[config.mk]
export PLATFORM = sky130hd
export DESIGN_NAME = ifr_readback
export DESIGN_NICKNAME = d
export VERILOG_FILES = /design/src/rtl/ifr_pkg.sv /design/src/rtl/ifr_readback.sv /design/src/rtl/ifr_bar_hold.sv /design/src/rtl/ifr_axil_slave.sv
export SDC_FILE = /design/constraint.sdc
export NUM_CORES = 1
export LEC_CHECK = 0
export BUFFER_PORTS_ARGS = -buffer_cell sky130_fd_sc_hd__buf_2
export CORE_MARGIN = 5
export CORE_UTILIZATION = 42
export CTS_CLUSTER_SIZE = 25
export DETAILED_ROUTE_END_ITERATION = 8
export PLACE_DENSITY = 0.67
export SYNTH_ARGS = -nofsm -noshare
export SYNTH_HDL_FRONTEND = slang
export SYNTH_HIERARCHICAL = 1
export SYNTH_SLANG_ARGS = --single-unit
[constraint.sdc]
create_clock -name I_CLOCK -period 2.1 [get_ports I_CLOCK]
set_input_delay 0.42 -clock I_CLOCK [delete_from_list [all_inputs] [get_ports I_CLOCK]]
set_output_delay 0.42 -clock I_CLOCK [all_outputs]
set_load 0.01 [all_outputs]
[src/rtl/ifr_pkg.sv]
// Shared constants and carriers of the infoframe readback bank
package ifr_pkg;
  localparam int ADDR_W = 10;
  localparam int DATA_W = 32;
  localparam int IDX_W = 8;
  localparam int FLAG_W = 7;
  localparam int IDX_LSB = 2;

  // Register indices; byte address is four times the index
  localparam logic [IDX_W-1:0] IDX_TOP_LO = 8'h86;
  localparam logic [IDX_W-1:0] IDX_FLAGS = 8'h87;
  localparam logic [IDX_W-1:0] IDX_TOP_HI = 8'h88;
  localparam logic [IDX_W-1:0] IDX_BOT_LO = 8'h89;
  localparam logic [IDX_W-1:0] IDX_BOT_HI = 8'h8A;
  localparam logic [IDX_W-1:0] IDX_LEFT_LO = 8'h8B;
  localparam logic [IDX_W-1:0] IDX_LEFT_HI = 8'h8C;
  localparam logic [IDX_W-1:0] IDX_RIGHT_LO = 8'h8D;
  localparam logic [IDX_W-1:0] IDX_RIGHT_HI = 8'h8E;
  localparam logic [IDX_W-1:0] IDX_FLAGS_MIR = 8'h8F;
  localparam logic [IDX_W-1:0] IDX_AUD_VER = 8'h90;
  localparam logic [IDX_W-1:0] IDX_AUD_CODE = 8'h91;
  localparam logic [IDX_W-1:0] IDX_IRQ_STAT = 8'hA0;
  localparam logic [IDX_W-1:0] IDX_IRQ_MASK = 8'hA1;

  // Change flag bit positions
  localparam int FLG_AVI = 0;
  localparam int FLG_AUDIO = 1;
  localparam int FLG_SPD = 2;
  localparam int FLG_MPEG = 3;
  localparam int FLG_ACP = 4;
  localparam int FLG_ISRC1 = 5;
  localparam int FLG_ISRC2 = 6;

  localparam int AUD_CODE_LSB = 4;
  localparam logic [FLAG_W-1:0] FLAGS_RST = 7'h00;
  localparam logic [15:0] BAR_RST = 16'h0000;
  localparam logic [7:0] BYTE_RST = 8'h00;
  localparam logic [DATA_W-1:0] WORD_ZERO = 32'h0000_0000;
  localparam logic [1:0] RESP_OKAY = 2'h0;
  localparam logic [1:0] RESP_SLVERR = 2'h2;

  typedef enum logic [3:0] {
    ACT_STREAM = 4'h0,
    ACT_PCM = 4'h1,
    ACT_MC_FIRST = 4'h2
  } ifr_coding_e;

  typedef struct packed {
    logic [15:0] top_end;
    logic [15:0] bottom_start;
    logic [15:0] left_end;
    logic [15:0] right_start;
  } ifr_bars_s;

  typedef struct packed {
    logic [7:0] version;
    logic [3:0] coding;
  } ifr_audio_s;

  typedef struct packed {
    logic [IDX_W-1:0] idx;
    logic [DATA_W-1:0] data;
    logic [3:0] strb;
  } ifr_wreq_s;
endpackage

[src/rtl/ifr_readback.sv]
// Infoframe bar, audio and change-flag readback bank
//
// Notes on behaviour
// - Flag bits 3..6 set on MPEG source, ACP, ISRC1, ISRC2 changes.
// - Second seven-bit flag register at 0x8F mirrors the primary flags.
// - Register 0x88 returns the top-bar end line upper byte, read-only.
// - Lower bar start line: low byte 0x89, high byte 0x8A, read-only.
// - Left bar last pixel: low 0x8B, high 0x8C; zero means none.
// - Right bar first pixel: low 0x8D, high 0x8E; too large means none.
// - Audio coding type sits in bits 7..4 of read-only register 0x91.
// - Coding 0 stream header, 1 linear PCM, 2 first multichannel format.
// - Reading any flag register zeroes every flag except those set by an event in that same cycle.
// - Flag bits 0..2 set on AVI, audio and SPD infoframe changes.
// - Top-bar end line low byte at 0x86; zero means no top bar.
//
// Implementation choice: the AXI4-Lite slave port.
`timescale 1ns/1ps
module ifr_readback (
  input wire logic I_CLOCK,
  input wire logic I_RST,
  input wire logic [ifr_pkg::ADDR_W-1:0] I_S_AXI_AWADDR,
  input wire logic I_S_AXI_AWVALID,
  output logic O_S_AXI_AWREADY,
  input wire logic [ifr_pkg::DATA_W-1:0] I_S_AXI_WDATA,
  input wire logic [3:0] I_S_AXI_WSTRB,
  input wire logic I_S_AXI_WVALID,
  output logic O_S_AXI_WREADY,
  output logic [1:0] O_S_AXI_BRESP,
  output logic O_S_AXI_BVALID,
  input wire logic I_S_AXI_BREADY,
  input wire logic [ifr_pkg::ADDR_W-1:0] I_S_AXI_ARADDR,
  input wire logic I_S_AXI_ARVALID,
  output logic O_S_AXI_ARREADY,
  output logic [ifr_pkg::DATA_W-1:0] O_S_AXI_RDATA,
  output logic [1:0] O_S_AXI_RRESP,
  output logic O_S_AXI_RVALID,
  input wire logic I_S_AXI_RREADY,
  input wire logic [ifr_pkg::FLAG_W-1:0] I_PKT_CHANGE,
  input wire logic I_AVI_LOAD,
  input wire ifr_pkg::ifr_bars_s I_AVI_BARS,
  input wire logic I_AUD_LOAD,
  input wire ifr_pkg::ifr_audio_s I_AUD_INFO,
  output logic O_IRQ
);
  import ifr_pkg::*;

  logic wr_en;
  ifr_wreq_s wreq;
  logic wr_ok;
  logic rd_en;
  logic [IDX_W-1:0] rd_idx;
  logic [DATA_W-1:0] rd_data;
  logic rd_ok;

  logic [FLAG_W-1:0] packet_change_flag_r;
  logic [FLAG_W-1:0] packet_change_flag_nxt;
  logic [FLAG_W-1:0] change_ev;
  logic flag_read;

  logic [FLAG_W-1:0] irq_stat_r;
  logic [FLAG_W-1:0] irq_mask_r;
  logic irq_r;
  logic stat_wr;
  logic mask_wr;

  logic [7:0] audio_frame_version_r;
  logic [3:0] audio_format_code_field_r;

  logic [7:0] top_lo;
  logic [7:0] top_hi;
  logic [7:0] bot_lo;
  logic [7:0] bot_hi;
  logic [7:0] left_lo;
  logic [7:0] left_hi;
  logic [7:0] right_lo;
  logic [7:0] right_hi;
  logic irq_pend;
  logic [FLAG_W-1:0] stat_clr;
  logic flag_idx;

  // Full bus words, so every read view is zero-padded to the bus width
  logic [DATA_W-1:0] word_top_lo;
  logic [DATA_W-1:0] word_top_hi;
  logic [DATA_W-1:0] word_bot_lo;
  logic [DATA_W-1:0] word_bot_hi;
  logic [DATA_W-1:0] word_left_lo;
  logic [DATA_W-1:0] word_left_hi;
  logic [DATA_W-1:0] word_right_lo;
  logic [DATA_W-1:0] word_right_hi;
  logic [DATA_W-1:0] word_flags;
  logic [DATA_W-1:0] word_flags_mir;
  logic [DATA_W-1:0] word_aud_ver;
  logic [DATA_W-1:0] word_aud_code;
  logic [DATA_W-1:0] word_irq_stat;
  logic [DATA_W-1:0] word_irq_mask;

  ifr_axil_slave u_bus (
    .i_clk(I_CLOCK),
    .i_rst(I_RST),
    .i_awaddr(I_S_AXI_AWADDR),
    .i_awvalid(I_S_AXI_AWVALID),
    .o_awready(O_S_AXI_AWREADY),
    .i_wdata(I_S_AXI_WDATA),
    .i_wstrb(I_S_AXI_WSTRB),
    .i_wvalid(I_S_AXI_WVALID),
    .o_wready(O_S_AXI_WREADY),
    .o_bresp(O_S_AXI_BRESP),
    .o_bvalid(O_S_AXI_BVALID),
    .i_bready(I_S_AXI_BREADY),
    .i_araddr(I_S_AXI_ARADDR),
    .i_arvalid(I_S_AXI_ARVALID),
    .o_arready(O_S_AXI_ARREADY),
    .o_rdata(O_S_AXI_RDATA),
    .o_rresp(O_S_AXI_RRESP),
    .o_rvalid(O_S_AXI_RVALID),
    .i_rready(I_S_AXI_RREADY),
    .o_wr_en(wr_en),
    .o_wreq(wreq),
    .i_wr_ok(wr_ok),
    .o_rd_en(rd_en),
    .o_rd_idx(rd_idx),
    .i_rd_data(rd_data),
    .i_rd_ok(rd_ok)
  );

  // Bar boundaries: one holder per value, all loaded from the same frame
  ifr_bar_hold #(.WIDTH(16)) u_top (
    .i_clk(I_CLOCK),
    .i_rst(I_RST),
    .i_load(I_AVI_LOAD),
    .i_value(I_AVI_BARS.top_end),
    .o_low(top_lo),
    .o_high(top_hi)
  );

  ifr_bar_hold #(.WIDTH(16)) u_bottom (
    .i_clk(I_CLOCK),
    .i_rst(I_RST),
    .i_load(I_AVI_LOAD),
    .i_value(I_AVI_BARS.bottom_start),
    .o_low(bot_lo),
    .o_high(bot_hi)
  );

  ifr_bar_hold #(.WIDTH(16)) u_left (
    .i_clk(I_CLOCK),
    .i_rst(I_RST),
    .i_load(I_AVI_LOAD),
    .i_value(I_AVI_BARS.left_end),
    .o_low(left_lo),
    .o_high(left_hi)
  );

  ifr_bar_hold #(.WIDTH(16)) u_right (
    .i_clk(I_CLOCK),
    .i_rst(I_RST),
    .i_load(I_AVI_LOAD),
    .i_value(I_AVI_BARS.right_start),
    .o_low(right_lo),
    .o_high(right_hi)
  );

  // Change events by packet kind
  always_comb begin
    change_ev = '0;
    change_ev[FLG_AVI] = I_PKT_CHANGE[FLG_AVI];
    change_ev[FLG_AUDIO] = I_PKT_CHANGE[FLG_AUDIO];
    change_ev[FLG_SPD] = I_PKT_CHANGE[FLG_SPD];
    change_ev[FLG_MPEG] = I_PKT_CHANGE[FLG_MPEG];
    change_ev[FLG_ACP] = I_PKT_CHANGE[FLG_ACP];
    change_ev[FLG_ISRC1] = I_PKT_CHANGE[FLG_ISRC1];
    change_ev[FLG_ISRC2] = I_PKT_CHANGE[FLG_ISRC2];
  end

  // Either flag view read clears the shared flags
  assign flag_idx = rd_idx == IDX_FLAGS || rd_idx == IDX_FLAGS_MIR;
  assign flag_read = rd_en && flag_idx;

  // Event in the clearing cycle survives the read-clear
  always_comb begin
    packet_change_flag_nxt = flag_read ? FLAGS_RST : packet_change_flag_r;
    packet_change_flag_nxt = packet_change_flag_nxt | change_ev;
  end

  always_ff @(posedge I_CLOCK) begin
    if (I_RST) begin
      packet_change_flag_r <= FLAGS_RST;
    end else begin
      packet_change_flag_r <= packet_change_flag_nxt;
    end
  end

  // Audio infoframe fields; coding passes through as received
  always_ff @(posedge I_CLOCK) begin
    if (I_RST) begin
      audio_frame_version_r <= BYTE_RST;
    end else if (I_AUD_LOAD) begin
      audio_frame_version_r <= I_AUD_INFO.version;
    end
  end

  always_ff @(posedge I_CLOCK) begin
    if (I_RST) begin
      audio_format_code_field_r <= ACT_STREAM;
    end else if (I_AUD_LOAD) begin
      audio_format_code_field_r <= I_AUD_INFO.coding;
    end
  end

  // Interrupt status and mask; writes use byte lane 0 only
  assign stat_wr = wr_en && wreq.idx == IDX_IRQ_STAT && wreq.strb[0];
  assign mask_wr = wr_en && wreq.idx == IDX_IRQ_MASK && wreq.strb[0];

  // Write-one-to-clear; an event in the same cycle still sets
  assign stat_clr = stat_wr ? wreq.data[FLAG_W-1:0] : FLAGS_RST;

  always_ff @(posedge I_CLOCK) begin
    if (I_RST) begin
      irq_stat_r <= FLAGS_RST;
    end else begin
      irq_stat_r <= (irq_stat_r & ~stat_clr) | change_ev;
    end
  end

  always_ff @(posedge I_CLOCK) begin
    if (I_RST) begin
      irq_mask_r <= FLAGS_RST;
    end else if (mask_wr) begin
      irq_mask_r <= wreq.data[FLAG_W-1:0];
    end
  end

  assign irq_pend = |(irq_stat_r & irq_mask_r);

  always_ff @(posedge I_CLOCK) begin
    if (I_RST) begin
      irq_r <= 1'b0;
    end else begin
      irq_r <= irq_pend;
    end
  end

  assign O_IRQ = irq_r;

  // Only the two interrupt registers accept writes; the rest refuse
  always_comb begin
    wr_ok = 1'b0;
    unique case (wreq.idx)
      IDX_IRQ_STAT, IDX_IRQ_MASK: wr_ok = 1'b1;
      default: wr_ok = 1'b0;
    endcase
  end

  // Narrow registers sit in the low bits; coding sits in its nibble
  assign word_top_lo = DATA_W'(top_lo);
  assign word_top_hi = DATA_W'(top_hi);
  assign word_bot_lo = DATA_W'(bot_lo);
  assign word_bot_hi = DATA_W'(bot_hi);
  assign word_left_lo = DATA_W'(left_lo);
  assign word_left_hi = DATA_W'(left_hi);
  assign word_right_lo = DATA_W'(right_lo);
  assign word_right_hi = DATA_W'(right_hi);

  assign word_flags = DATA_W'(packet_change_flag_r);
  assign word_flags_mir = DATA_W'(packet_change_flag_r);
  assign word_aud_ver = DATA_W'(audio_frame_version_r);
  assign word_aud_code =
    DATA_W'(audio_format_code_field_r) << AUD_CODE_LSB;

  assign word_irq_stat = DATA_W'(irq_stat_r);
  assign word_irq_mask = DATA_W'(irq_mask_r);

  // Mapped indices answer OKAY; any other index is refused
  always_comb begin
    rd_ok = 1'b0;
    unique case (rd_idx)
      IDX_TOP_LO, IDX_FLAGS, IDX_TOP_HI, IDX_BOT_LO, IDX_BOT_HI,
      IDX_LEFT_LO, IDX_LEFT_HI, IDX_RIGHT_LO, IDX_RIGHT_HI,
      IDX_FLAGS_MIR, IDX_AUD_VER, IDX_AUD_CODE, IDX_IRQ_STAT,
      IDX_IRQ_MASK: rd_ok = 1'b1;
      default: rd_ok = 1'b0;
    endcase
  end

  // Read mux; unmapped indices read zero
  always_comb begin
    rd_data = WORD_ZERO;
    unique case (rd_idx)
      IDX_TOP_LO: rd_data = word_top_lo;
      IDX_FLAGS: rd_data = word_flags;
      IDX_TOP_HI: rd_data = word_top_hi;
      IDX_BOT_LO: rd_data = word_bot_lo;
      IDX_BOT_HI: rd_data = word_bot_hi;
      IDX_LEFT_LO: rd_data = word_left_lo;
      IDX_LEFT_HI: rd_data = word_left_hi;
      IDX_RIGHT_LO: rd_data = word_right_lo;
      IDX_RIGHT_HI: rd_data = word_right_hi;
      IDX_FLAGS_MIR: rd_data = word_flags_mir;
      IDX_AUD_VER: rd_data = word_aud_ver;
      IDX_AUD_CODE: rd_data = word_aud_code;
      IDX_IRQ_STAT: rd_data = word_irq_stat;
      IDX_IRQ_MASK: rd_data = word_irq_mask;
      default: rd_data = WORD_ZERO;
    endcase
  end
endmodule // ifr_readback

[src/rtl/ifr_bar_hold.sv]
// One 16-bit bar boundary holder, split into two byte views
`timescale 1ns/1ps
module ifr_bar_hold #(
  parameter int WIDTH = 16
) (
  input wire logic i_clk,
  input wire logic i_rst,
  input wire logic i_load,
  input wire logic [WIDTH-1:0] i_value,
  output logic [7:0] o_low,
  output logic [7:0] o_high
);
  import ifr_pkg::*;
  logic [WIDTH-1:0] value_r;

  // Both halves load on the same strobe so a read never mixes frames
  always_ff @(posedge i_clk) begin
    if (i_rst) begin
      value_r <= '0;
    end else if (i_load) begin
      value_r <= i_value;
    end
  end

  assign o_low = value_r[7:0];
  assign o_high = value_r[15:8];
endmodule // ifr_bar_hold

[src/rtl/ifr_axil_slave.sv]
// AXI4-Lite slave front end: handshakes, strobes and responses
`timescale 1ns/1ps
module ifr_axil_slave (
  input wire logic i_clk,
  input wire logic i_rst,
  input wire logic [ifr_pkg::ADDR_W-1:0] i_awaddr,
  input wire logic i_awvalid,
  output logic o_awready,
  input wire logic [ifr_pkg::DATA_W-1:0] i_wdata,
  input wire logic [3:0] i_wstrb,
  input wire logic i_wvalid,
  output logic o_wready,
  output logic [1:0] o_bresp,
  output logic o_bvalid,
  input wire logic i_bready,
  input wire logic [ifr_pkg::ADDR_W-1:0] i_araddr,
  input wire logic i_arvalid,
  output logic o_arready,
  output logic [ifr_pkg::DATA_W-1:0] o_rdata,
  output logic [1:0] o_rresp,
  output logic o_rvalid,
  input wire logic i_rready,
  output logic o_wr_en,
  output ifr_pkg::ifr_wreq_s o_wreq,
  input wire logic i_wr_ok,
  output logic o_rd_en,
  output logic [ifr_pkg::IDX_W-1:0] o_rd_idx,
  input wire logic [ifr_pkg::DATA_W-1:0] i_rd_data,
  input wire logic i_rd_ok
);
  import ifr_pkg::*;
  logic aw_held_r;
  logic w_held_r;
  logic [ADDR_W-1:0] awaddr_r;
  logic [DATA_W-1:0] wdata_r;
  logic [3:0] wstrb_r;
  logic bvalid_r;
  logic [1:0] bresp_r;
  logic rvalid_r;
  logic [DATA_W-1:0] rdata_r;
  logic [1:0] rresp_r;
  logic aw_hs;
  logic w_hs;
  logic aw_have;
  logic w_have;
  logic [ADDR_W-1:0] aw_eff;

  assign o_awready = !aw_held_r && !bvalid_r;
  assign o_wready = !w_held_r && !bvalid_r;
  assign aw_hs = i_awvalid && o_awready;
  assign w_hs = i_wvalid && o_wready;
  assign aw_have = aw_held_r || aw_hs;
  assign w_have = w_held_r || w_hs;
  assign aw_eff = aw_held_r ? awaddr_r : i_awaddr;

  // Write fires once both halves are in, in either order
  assign o_wr_en = aw_have && w_have && !bvalid_r;
  always_comb begin
    o_wreq.idx = aw_eff[IDX_LSB +: IDX_W];
    o_wreq.data = w_held_r ? wdata_r : i_wdata;
    o_wreq.strb = w_held_r ? wstrb_r : i_wstrb;
  end

  always_ff @(posedge i_clk) begin
    if (i_rst) begin
      aw_held_r <= 1'b0;
      w_held_r <= 1'b0;
      awaddr_r <= '0;
      wdata_r <= WORD_ZERO;
      wstrb_r <= 4'h0;
    end else begin
      if (aw_hs) begin
        awaddr_r <= i_awaddr;
      end
      if (w_hs) begin
        wdata_r <= i_wdata;
        wstrb_r <= i_wstrb;
      end
      aw_held_r <= aw_have && !o_wr_en;
      w_held_r <= w_have && !o_wr_en;
    end
  end

  always_ff @(posedge i_clk) begin
    if (i_rst) begin
      bvalid_r <= 1'b0;
      bresp_r <= RESP_OKAY;
    end else if (o_wr_en) begin
      bvalid_r <= 1'b1;
      bresp_r <= i_wr_ok ? RESP_OKAY : RESP_SLVERR;
    end else if (i_bready) begin
      bvalid_r <= 1'b0;
    end
  end

  assign o_bvalid = bvalid_r;
  assign o_bresp = bresp_r;

  // One read outstanding; address taken only when no data is waiting
  assign o_arready = !rvalid_r;
  assign o_rd_en = i_arvalid && o_arready;
  assign o_rd_idx = i_araddr[IDX_LSB +: IDX_W];

  always_ff @(posedge i_clk) begin
    if (i_rst) begin
      rvalid_r <= 1'b0;
      rdata_r <= WORD_ZERO;
      rresp_r <= RESP_OKAY;
    end else if (o_rd_en) begin
      rvalid_r <= 1'b1;
      rdata_r <= i_rd_data;
      rresp_r <= i_rd_ok ? RESP_OKAY : RESP_SLVERR;
    end else if (i_rready) begin
      rvalid_r <= 1'b0;
    end
  end

  assign o_rvalid = rvalid_r;
  assign o_rdata = rdata_r;
  assign o_rresp = rresp_r;
endmodule // ifr_axil_slave

==> results.yml, run 1 <==
critical_path:
  crit_path_max_fanout: 7
  worstPathArrival_ns: 2.16
  setup.worst_path.start: "u_bus/aw_held_r$_SDFF_PP0_"
  start_kind: "flop"
  setup.worst_path.end_class: "flop"
  worstReg2RegStart: "u_bus/aw_held_r$_SDFF_PP0_"
  timing.setup.critical_path_class: "flop to flop"
  worstPathRequired_ns: 2.40
sta:
  timing_hold_violations_final: 0
  setup_tns_ns: 0
  finalHoldWorstSlack_ns: 0.231
  final-max-slew-violation-count: 0
  grt_setup_unrepaired: "no"
  final.setup_skew_ns: 0.00733
  period_share_pct: 88.8
  layout_min_cycle_time_ns: 1.86
  timing.final.ws_setup_ns: 0.236
  setup_violations: 0
  fmax_mhz: 536
power:
  power_mw: 7.08
  vdd_ir_max_mv: 0.574
  power-per-cell-area_nw_per_um2: 842
  power_leakage_nw: 3.90
place:
  post-place-ws_ns: 0.104
  gpl.final_weighted_congestion: 0.874
  placed_cells_incl_taps: 1093
  io_buffers: 155
  dpl-instance-area_um2: 7810
  half_perimeter_wire_length_after_detailed_placement_um: 13000
cells_and_area:
  area.growth.synth_to_final_pct: 22.5
  n_antenna_cell: 0
  post_route_cell_area_um2: 8410
  final_core_utilization_pct: 52.7
  layoutNonFillerInstCount: 1125
  layout.nets: 1044
  post_route_cells_drive_above_1_share_pct: 27.6
  final.fill_count: 1532
clock_network:
  cts_max_path_buffers: 2
  cts_root_buf: "clkbuf_16"
  total_of_cells_resized_after_clock_tree_synthesis: 0
  postCtsSetupRepairBufs: 0
  htree_num_levels: 4
  tritoncts: "built"
  cts.reportedPaths.clkPinSlew_ns: 0.06
  cts_hold_buf: 0
  cts.sinks: 152
  numCtsBuffers: 17
  clock_insertion_delay_worst_skew_ns: 0.42
floorplan:
  placementRows: 46
  floorplan.die.width_um: 138
  die_ar_um2: 19000
  die_h_um: 138
  initial_core_util_pct: 43.1
  num_io_pins: 190
  core_um2: 15900
global_route:
  antenna_found_initial: 2
  grt_use_met1_pct: 25.0
  total_routing_usage_gr_pct: 18.6
  grt_start_max_net_pins: 53
  grt_pass1_wl_um: 27100
  grt_util_met2_pct: 29.0
  first_global_vias: 5233
  grt.overflow.total: 0
  global_routing_met3_resource_utilization_pct: 5.08
  top_usage_layer: "met2"
synthesis:
  synthesis.instances: 741
  synthesis.yosys.warnings: 6
  syn_avg_cell_area_um2: 9.26
  syn-cell-area_um2: 6860
run_status:
  outcome: "finished, final reports clean"
routing:
  totalWireLength_um: 17700
  routed-via-count: 5637
  routedWlPerCell_um: 15.7
  vias_per_cell: 5.01
  first_pass_iters: 5
  initialDrtViolationCount: 295
  antenna_violating_nets_post_route: 0
  detail_route.drc_violations: 0
run:
  max_cap_viol_count: 0
hold_path:
  timing.hold.worst.class: "input port to flop"
  hold_start: "I_AVI_BARS[19]"
where the power goes:
| group | total [mW] | leakage, nW | switching [mW] | internal [mW] |
|---|---|---|---|---|
| Combinational | 0.867 | 2.35 | 0.455 | 0.412 |
| Clock | 3.06 | 0.296 | 1.16 | 1.90 |
| Sequential | 3.16 | 1.25 | 0.101 | 3.06 |
| Total | 7.08 | 3.90 | 1.72 | 5.36 |
worst max-delay path: stages (launching register included):
cell and delay [ns]:
dfxtp_2 0.40, mux2_2 0.35, nor4bb_1 0.31, buf_4 0.18
nand4_1 0.08, buf_4 0.20, mux2i_1 0.16, nor2_1 0.05
path summary, 6_finish.rpt:
check	endpoint	slack, ns	depth (start not counted)
worst max-delay path	irq_mask_r[0]$_SDFFE_PP0P_	0.24	7
worst min-delay path	u_left/value_r[3]$_SDFFE_PP0P_	0.23	3
worst max register to register	irq_mask_r[0]$_SDFFE_PP0P_	0.24	7
worst min register to register	u_bus/o_rdata[21]$_SDFFE_PP0P_	0.45	2
layer usage:
| metal | share of wire, % | vias to the layer above |
|---|---|---|
| met2 | 47 | 139 |
| met5 | 0.079 | - |
| met1 | 45 | 2630 |
| met4 | 1.7 | 4 |
| met3 | 5.7 | 27 |
| li1 | - | 2837 |
cells in the final DEF, fill, tap and decap left out, types with 3 or more instances in the layout:
master,n
nor3b_1,3
buf_4,28
dfxtp_1,151
a211oi_1,5
a31oi_1,3
a22oi_1,5
clkbuf_16,17
nor2_1,116
o211ai_1,4
nand2_1,85
mux4_2,3
a311oi_1,7
nor2b_1,6
mux2i_1,104
conb_1,26
and3_1,5
o21ai_0,5
nand3b_1,7
buf_12,5
o2bb2ai_1,3
mux2_2,25
nor3_1,4
nor4bb_1,3
buf_2,153
a21oi_1,53
clkbuf_8,5
a22o_1,4
nand2b_1,6
a32oi_1,3
clkinv_2,5
nand3_1,8
o22ai_1,4
inv_1,11
flip-flops by register name, indices dropped and copies added, names as in the netlist, 7 cells and up:
register and cells:
u_bus/o_rdata 32, u_bottom/value_r 16, u_left/value_r 16, u_right/value_r 16
u_top/value_r 16, audio_frame_version_r 8, u_bus/awaddr_r 8, irq_mask_r 7
irq_stat_r 7, packet_change_flag_r 7, u_bus/wdata_r 7
final cells by class:
| class | count | area (µm²) | area share (%) |
|---|---|---|---|
| Tap cell | 216 | 270 | 3.21 |
| Clock buffer | 24 | 502 | 5.97 |
| Multi-Input combinational cell | 527 | 3380 | 40.2 |
| Inverter | 12 | 45.0 | 0.536 |
| Timing Repair Buffer | 186 | 1080 | 12.8 |
| Sequential cell | 152 | 3040 | 36.2 |
| Clock inverter | 8 | 92.6 | 1.10 |
(Power assumes the default switching activity.)
==> inputs of run 2 (changes only) <==
--- a/config.mk
+++ b/config.mk
@@ -10,8 +10,7 @@
 export CORE_UTILIZATION = 42
 export CTS_CLUSTER_SIZE = 25
 export DETAILED_ROUTE_END_ITERATION = 8
-export PLACE_DENSITY = 0.67
+export PLACE_DENSITY = 0.71
 export SYNTH_ARGS = -nofsm -noshare
 export SYNTH_HDL_FRONTEND = slang
-export SYNTH_HIERARCHICAL = 1
 export SYNTH_SLANG_ARGS = --single-unit
==> run 2 against run 1 <==
  * Global-route usage about the same
  * Hold slack better by 0.010 ns
  * Via count is 14% lower
  * Total power fell by 5.9%
  * Maximum frequency rose by 5.3%
  * Clock skew up 0.0050 ns
  * Die area decreased by 13%
  * Clock power rose by 6.5%
  * Sequential share of layout area decreased by 1.6 points
  * Final area is 12% lower
  * Largest cell class unchanged
  * Highest routed layer unchanged
==> results.yml, run 2 <==
run:
  max_cap_viol_count: 0
synthesis:
  synthesis.yosys.warnings: 0
  synthFlopType: "dfxtp_1"
  netlist.top_cell.by_area: "dfxtp_1"
  synthesis.instances: 615
  synth.top_cells.by_area: "dfxtp_1 (43%), mux2i_1 (17%), nor2_1 (8.1%)"
  ys_top_cells_by_count: "dfxtp_1 (128), nor2_1 (127), mux2i_1 (102)"
  post-synth-top-count-cell: "dfxtp_1"
  syn-cell-area_um2: 5890
  synth.distinct_cells: 64
  synth-edff-count: 0
  synth.top_cell.area_share_pct: 43.5
  syn_avg_cell_area_um2: 9.58
  asyncSetResetFlopFracSynth_pct: 0
  seq_area_frac_synth_pct: 43.5
  synth_seq_cells: 128
clock_network:
  cts_hold_buf: 0
  cts_root_buf: "clkbuf_16"
  numCtsBuffers: 17
  cts_max_path_buffers: 2
  clock_insertion_delay_worst_skew_ns: 0.42
  tritoncts: "built"
  total_of_cells_resized_after_clock_tree_synthesis: 0
  htree_num_levels: 4
  postCtsSetupRepairBufs: 0
  cts.sinks: 128
  cts.reportedPaths.clkPinSlew_ns: 0.06
floorplan:
  num_io_pins: 190
  die_h_um: 128
  floorplan.die.width_um: 128
  die_ar_um2: 16500
  initial_core_util_pct: 42.6
  core_um2: 13800
  placementRows: 43
power:
  vdd_ir_max_mv: 0.543
  power_frac_comb_pct: 11.1
  p_int_mw: 5.09
  power_mw: 6.67
  pwr-share-clk_pct: 49.0
  switching_power_mw: 1.58
  netSwitchingFraction_pct: 23.7
  power_leakage_nw: 3.31
  power.share.sequential_pct: 40.0
  power-per-cell-area_nw_per_um2: 899
routing:
  initialDrtViolationCount: 257
  totalWireLength_um: 15400
  routedWlPerCell_um: 16.2
  routed-via-count: 4850
  antenna_violating_nets_post_route: 0
  vias_per_cell: 5.11
  first_pass_iters: 4
  detail_route.drc_violations: 0
cells_and_area:
  layout.nets: 902
  mostFrequentLayoutCells: "buf_2 (129), dfxtp_1 (128), nor2_1 (127)"
  area.growth.synth_to_final_pct: 25.8
  post_route_cell_area_um2: 7410
  most_frequent_standard_cell_in_the_layout_excluding_fill_and_tap_cells: "buf_2"
  post_route_cells_drive_above_1_share_pct: 27.9
sta:
  setup_tns_ns: 0
  final-max-slew-violation-count: 0
  fmax_mhz: 565
  setup_violations: 0
  grt_setup_unrepaired: "no"
  layout_min_cycle_time_ns: 1.77
  final.setup_skew_ns: 0.0124
  period_share_pct: 84.3
  timing.slew.headroom_pct: 59.3
  timing_hold_violations_final: 0
  max_slew.worst_pin.slew_ns: 0.609
place:
  dpl-instance-area_um2: 6750
  io_buffers: 131
  gpl.final_weighted_congestion: 0.835
  half_perimeter_wire_length_after_detailed_placement_um: 11300
critical_path:
  worst_r2r_endpoint: "irq_mask_r[4]$_SDFFE_PP0P_"
  setup.worst_path.start: "u_bus.aw_held_r$_SDFF_PP0_"
  timing.critical_path.to: "irq_mask_r[4]$_SDFFE_PP0P_"
  worst_r2r_path_depth: 6
  rrSetupSlack_ns: 0.33
  timing.setup.critical_path_class: "flop to flop"
  worstReg2RegStart: "u_bus.aw_held_r$_SDFF_PP0_"
  setup.worst_path.end_class: "flop"
  start_kind: "flop"
  worstPathRequired_ns: 2.43
  worstPathArrival_ns: 2.10
  crit_path_max_fanout: 14
hold_path:
  timing.hold.worst.class: "input port to flop"
global_route:
  total_routing_usage_gr_pct: 18.5
  grt.overflow.total: 0
  antenna_found_initial: 3
  first_global_vias: 4690
  grt_pass1_wl_um: 23900
  grt_start_max_net_pins: 65
run_status:
  outcome: "finished, final reports clean"
==> run 2: worst min-delay path by stage <==
stage / cells past startpoint / startpoint / slack [ns] / endpoint
6_report: 3 / I_AVI_BARS[18] / 0.24 / u_left.value_r[2]$_SDFFE_PP0P_
3_5_place_dp: 2 / u_bus.wdata_r[3]$_SDFFE_PP0P_ / 0.45 / u_bus.wdata_r[3]$_SDFFE_PP0P_
2_1_floorplan: 2 / u_bus.wstrb_r[0]$_SDFFE_PP0P_ / 0.43 / u_bus.wstrb_r[0]$_SDFFE_PP0P_
3_3_place_gp: 2 / u_bus.wdata_r[2]$_SDFFE_PP0P_ / 0.44 / u_bus.wdata_r[2]$_SDFFE_PP0P_
5_1_grt: 3 / I_AVI_BARS[5] / 0.23 / u_right.value_r[5]$_SDFFE_PP0P_
4_1_cts: 3 / I_AVI_BARS[29] / 0.23 / u_left.value_r[13]$_SDFFE_PP0P_
==> run 2: cells by family after synthesis <==
| group | Yosys count | share of synthesized area (%) |
|---|---|---|
| simple gates | 214 | 17.0 |
| buf+inv | 66 | 6.75 |
| other cells | 1 | 0.0636 |
| compound gates | 93 | 12.1 |
| mux | 113 | 20.6 |
| flops | 128 | 43.5 |
==> run 2: routing by layer <==
metal / share of wire (%) / GRT usage [%]
met1: 45 / 24.7
met4: 1.3 / 6.43
met5: 0.084 / 0
met2: 47 / 28.6
met3: 6.7 / 5.73
==> run 2: final cells by class <==
cell class	count	area, µm²
Antenna cell	2	5.00
Clock buffer	19	453
Clock inverter	13	208
Fill cell	1278	6410
Inverter	4	15.0
Multi-Input combinational cell	446	3030
Sequential cell	128	2560
Tap cell	180	225
Timing Repair Buffer	157	918
==> run 2: power by group through the flow <==
| stage | Combinational, mW | Sequential (mW) | Clock, mW |
|---|---|---|---|
| 3_3_place_gp | 0.727 | 2.71 | 0 |
| 5_1_grt | 0.816 | 2.68 | 3.42 |
| 4_1_cts | 0.741 | 2.66 | 3.32 |
| 6_report | 0.737 | 2.66 | 3.26 |
| 3_5_place_dp | 0.735 | 2.71 | 0 |
| 2_1_floorplan | 0.511 | 2.69 | 0 |
==> run 2: metrics by stage <==
| stage | worst slack, ns | hold slack [ns] | std cells | utilization [%] |
|---|---|---|---|---|
| floorplan | 0.354 | 0.435 | 640 | - |
| global placement | 0.0147 | 0.442 | 915 | 48.8 |
| detailed placement | 0.0213 | 0.446 | 915 | 48.8 |
| CTS | 0.290 | 0.225 | 947 | 53.6 |
| global route | 0.235 | 0.234 | 949 | 53.6 |
| finish | 0.330 | 0.241 | 949 | 53.6 |
==> run 2: worst max-delay path: stages (launching register included) <==
cell and delay (ns):
dfxtp_1 0.36, nor4b_1 0.32, nand2_1 0.17, a2111oi_4 0.38
buf_12 0.19, nor2_1 0.05, a211oi_2 0.22
==> inputs of run 3 (changes only) <==
--- a/config.mk
+++ b/config.mk
@@ -5,12 +5,13 @@
 export SDC_FILE = /design/constraint.sdc
 export NUM_CORES = 1
 export LEC_CHECK = 0
+export ABC_AREA = 1
 export BUFFER_PORTS_ARGS = -buffer_cell sky130_fd_sc_hd__buf_2
 export CORE_MARGIN = 5
 export CORE_UTILIZATION = 42
 export CTS_CLUSTER_SIZE = 25
 export DETAILED_ROUTE_END_ITERATION = 8
-export PLACE_DENSITY = 0.71
+export PLACE_DENSITY = 0.68
 export SYNTH_ARGS = -nofsm -noshare
 export SYNTH_HDL_FRONTEND = slang
 export SYNTH_SLANG_ARGS = --single-unit
==> constraint.sdc (replaced) <==
create_clock -name I_CLOCK -period 1.75 [get_ports I_CLOCK]
set_input_delay 0.35 -clock I_CLOCK [delete_from_list [all_inputs] [get_ports I_CLOCK]]
set_output_delay 0.35 -clock I_CLOCK [all_outputs]
set_load 0.01 [all_outputs]
==> run 3 against run 2 <==
  * Sequential share of layout area rose by 0.59 points
  * Final area fell by 1.6%
  * Die area is 0.26% higher
  * Final cell count increased by 25%
  * Routed wire length up 8.9%
  * Global-route usage rose by 1.9 points
  * First-iteration DRC count up 74%
  * Largest cell class unchanged
==> results.yml, run 3 <==
cells_and_area:
  most_frequent_standard_cell_in_the_layout_excluding_fill_and_tap_cells: "nor2_1"
  post_route_cell_area_um2: 7300
  layout.nets: 1138
  mostFrequentLayoutCells: "nor2_1 (219), buf_2 (131), dfxtp_1 (126)"
  n_antenna_cell: 0
  post_route_cells_drive_above_1_share_pct: 20.6
  area.growth.synth_to_final_pct: 23.5
synthesis:
  syn_avg_cell_area_um2: 6.87
  seq_area_frac_synth_pct: 43.4
  synthFlopType: "dfxtp_1"
  synth.top_cell.area_share_pct: 43.4
  synthesis.yosys.warnings: 0
  ys_top_cells_by_count: "nor2_1 (219), dfxtp_1 (128), nand2_1 (106)"
  syn-cell-area_um2: 5910
  post-synth-top-count-cell: "nor2_1"
  asyncSetResetFlopFracSynth_pct: 0
  netlist.top_cell.by_area: "dfxtp_1"
  synth_seq_cells: 128
  synth.top_cells.by_area: "dfxtp_1 (43%), nor2_1 (14%), o21ai_0 (8.6%)"
  synth.distinct_cells: 36
  synth-edff-count: 0
  synthesis.instances: 860
power:
  power_leakage_nw: 3.53
  vdd_ir_max_mv: 0.715
  pwr-share-clk_pct: 43.1
  p_int_mw: 5.47
  power_mw: 7.41
  power-per-cell-area_nw_per_um2: 1020
  power_frac_comb_pct: 12.5
  netSwitchingFraction_pct: 26.2
  switching_power_mw: 1.94
  power.share.sequential_pct: 44.4
clock_network:
  cts_hold_buf: 0
  tritoncts: "built"
  cts_max_path_buffers: 2
  clock_insertion_delay_worst_skew_ns: 0.42
  cts.sinks: 128
  cts_root_buf: "clkbuf_16"
  htree_num_levels: 4
  postCtsSetupRepairBufs: 0
  cts.reportedPaths.clkPinSlew_ns: 0.06
  total_of_cells_resized_after_clock_tree_synthesis: 0
  numCtsBuffers: 17
floorplan:
  die_ar_um2: 16500
  die_h_um: 129
  initial_core_util_pct: 42.7
  num_io_pins: 190
  core_um2: 13800
  placementRows: 43
  floorplan.die.width_um: 129
routing:
  first_pass_iters: 8
  antenna_violating_nets_post_route: 0
  routedWlPerCell_um: 14.2
  detail_route.drc_violations: 0
  totalWireLength_um: 16800
  routed-via-count: 5902
  initialDrtViolationCount: 447
  vias_per_cell: 4.99
critical_path:
  timing.setup.critical_path_class: "flop to flop"
  worst_r2r_endpoint: "irq_mask_r[6]$_SDFFE_PP0P_"
  crit_path_max_fanout: 8
  setup.worst_path.end_class: "flop"
  worstReg2RegStart: "u_bus.o_bvalid$_SDFFE_PP0P_"
  worstPathRequired_ns: 2.06
  worst_r2r_path_depth: 10
  start_kind: "flop"
  worstPathArrival_ns: 1.87
  rrSetupSlack_ns: 0.18
hold_path:
  hold_end: "u_right.value_r[5]$_SDFFE_PP0P_"
  timing.hold.worst.class: "input port to flop"
  timing.hold.worst_path_depth: 3
  hold_start: "I_AVI_BARS[5]"
global_route:
  grt_start_max_net_pins: 68
  total_routing_usage_gr_pct: 20.5
  antenna_found_initial: 2
  grt_pass1_wl_um: 27000
  first_global_vias: 5598
  grt.overflow.total: 0
sta:
  layout_min_cycle_time_ns: 1.57
  fmax_mhz: 638
  timing_hold_violations_final: 0
  finalHoldWorstSlack_ns: 0.155
  period_share_pct: 89.5
  timing.slew.headroom_pct: 66.7
  final.setup_skew_ns: 0.00661
  grt_setup_unrepaired: "no"
  timing.final.ws_setup_ns: 0.183
  max_slew.worst_pin.slew_ns: 0.498
  final-max-slew-violation-count: 0
  setup_violations: 0
place:
  io_buffers: 131
  dpl-instance-area_um2: 6770
  post-place-ws_ns: -0.0184
  gpl.final_weighted_congestion: 0.930
  half_perimeter_wire_length_after_detailed_placement_um: 12400
run:
  max_cap_viol_count: 0
run_status:
  outcome: "finished, final reports clean"
==> run 3: cell types whose count changed after synthesis, sizes merged, moves of 20 or more <==
cell | before | now
nand2 | 39 | 108
clkbuf | 15 | 35
o21ai | 6 | 110
nand3 | 3 | 83
inv | 4 | 47
nor2 | 128 | 225
mux2i | 102 | 2
nand4 | 2 | 29
==> run 3: per-layer routing <==
| layer | global-route usage [%] | part of all wire [%] | vias to the layer above |
|---|---|---|---|
| met1 | 27.7 | 47 | 2650 |
| met4 | 6.73 | 2.0 | 4 |
| li1 | - | - | 3034 |
| met2 | 31.4 | 43 | 185 |
| met3 | 5.98 | 8.0 | 29 |
| met5 | 0 | 0.16 | - |
==> run 3: area by class of cell <==
class | instances | area, µm²
clock inverters | 7 | 62.6
well taps | 180 | 225
multi-input cells | 635 | 2860
flip-flops and latches | 128 | 2560
inverters | 49 | 189
repair buffers | 159 | 928
fillers | 1426 | 6530
clock buffers | 24 | 462
==> run 3: power groups by stage <==
stage	clock network [mW]	logic [mW]	registers (mW)
after floorplan	0	0.640	3.29
after global placement	0	0.905	3.34
after detailed placement	0	0.921	3.34
after CTS	3.23	0.927	3.28
after global routing	3.37	1.06	3.31
final	3.20	0.923	3.29
==> run 3: worst max path at each step <==
stage / startpoint / end / slack [ns]
finish: u_bus.o_bvalid$_SDFFE_PP0P_ / irq_mask_r[6]$_SDFFE_PP0P_ / 0.18
global route: u_bus.aw_held_r$_SDFF_PP0_ / irq_mask_r[5]$_SDFFE_PP0P_ / 0.05
CTS: u_bus.aw_held_r$_SDFF_PP0_ / irq_mask_r[2]$_SDFFE_PP0P_ / 0.13
detailed placement: I_S_AXI_ARADDR[4] / u_bus.o_rdata[3]$_SDFFE_PP0P_ / -0.02
global placement: I_S_AXI_ARADDR[4] / u_bus.o_rdata[3]$_SDFFE_PP0P_ / 0.007
floorplan: u_bus.o_bvalid$_SDFFE_PP0P_ / irq_mask_r[0]$_SDFFE_PP0P_ / 0.14
==> run 3: stage by stage <==
step / setup TNS [ns] / util, % / cells
3_3_place_gp: 0 / 49.0 / 1151
2_1_floorplan: 0 / - / 885
5_1_grt: 0 / 52.8 / 1182
6_report: 0 / 52.8 / 1182
4_1_cts: 0 / 52.7 / 1182
3_5_place_dp: -0.0184 / 49.0 / 1151
==> run 3: cell families after synthesis <==
| kind of cell | after synthesis | synth area share (%) |
|---|---|---|
| simple gates | 452 | 32.9 |
| compound gates | 155 | 13.5 |
| flops | 128 | 43.4 |
| buf+inv | 122 | 9.83 |
| mux | 2 | 0.339 |
| other cells | 1 | 0.0635 |
==> run 3: worst max-delay path: stages (launching register included) <==
cell	delay, ns
dfxtp_2	0.37
nor2_2	0.05
nand2_1	0.10
inv_2	0.04
or2_1	0.23
nand2_2	0.16
nor2_8	0.07
nand2_4	0.15
clkinv_4	0.10
nor2_1	0.12
nor2_1	0.06
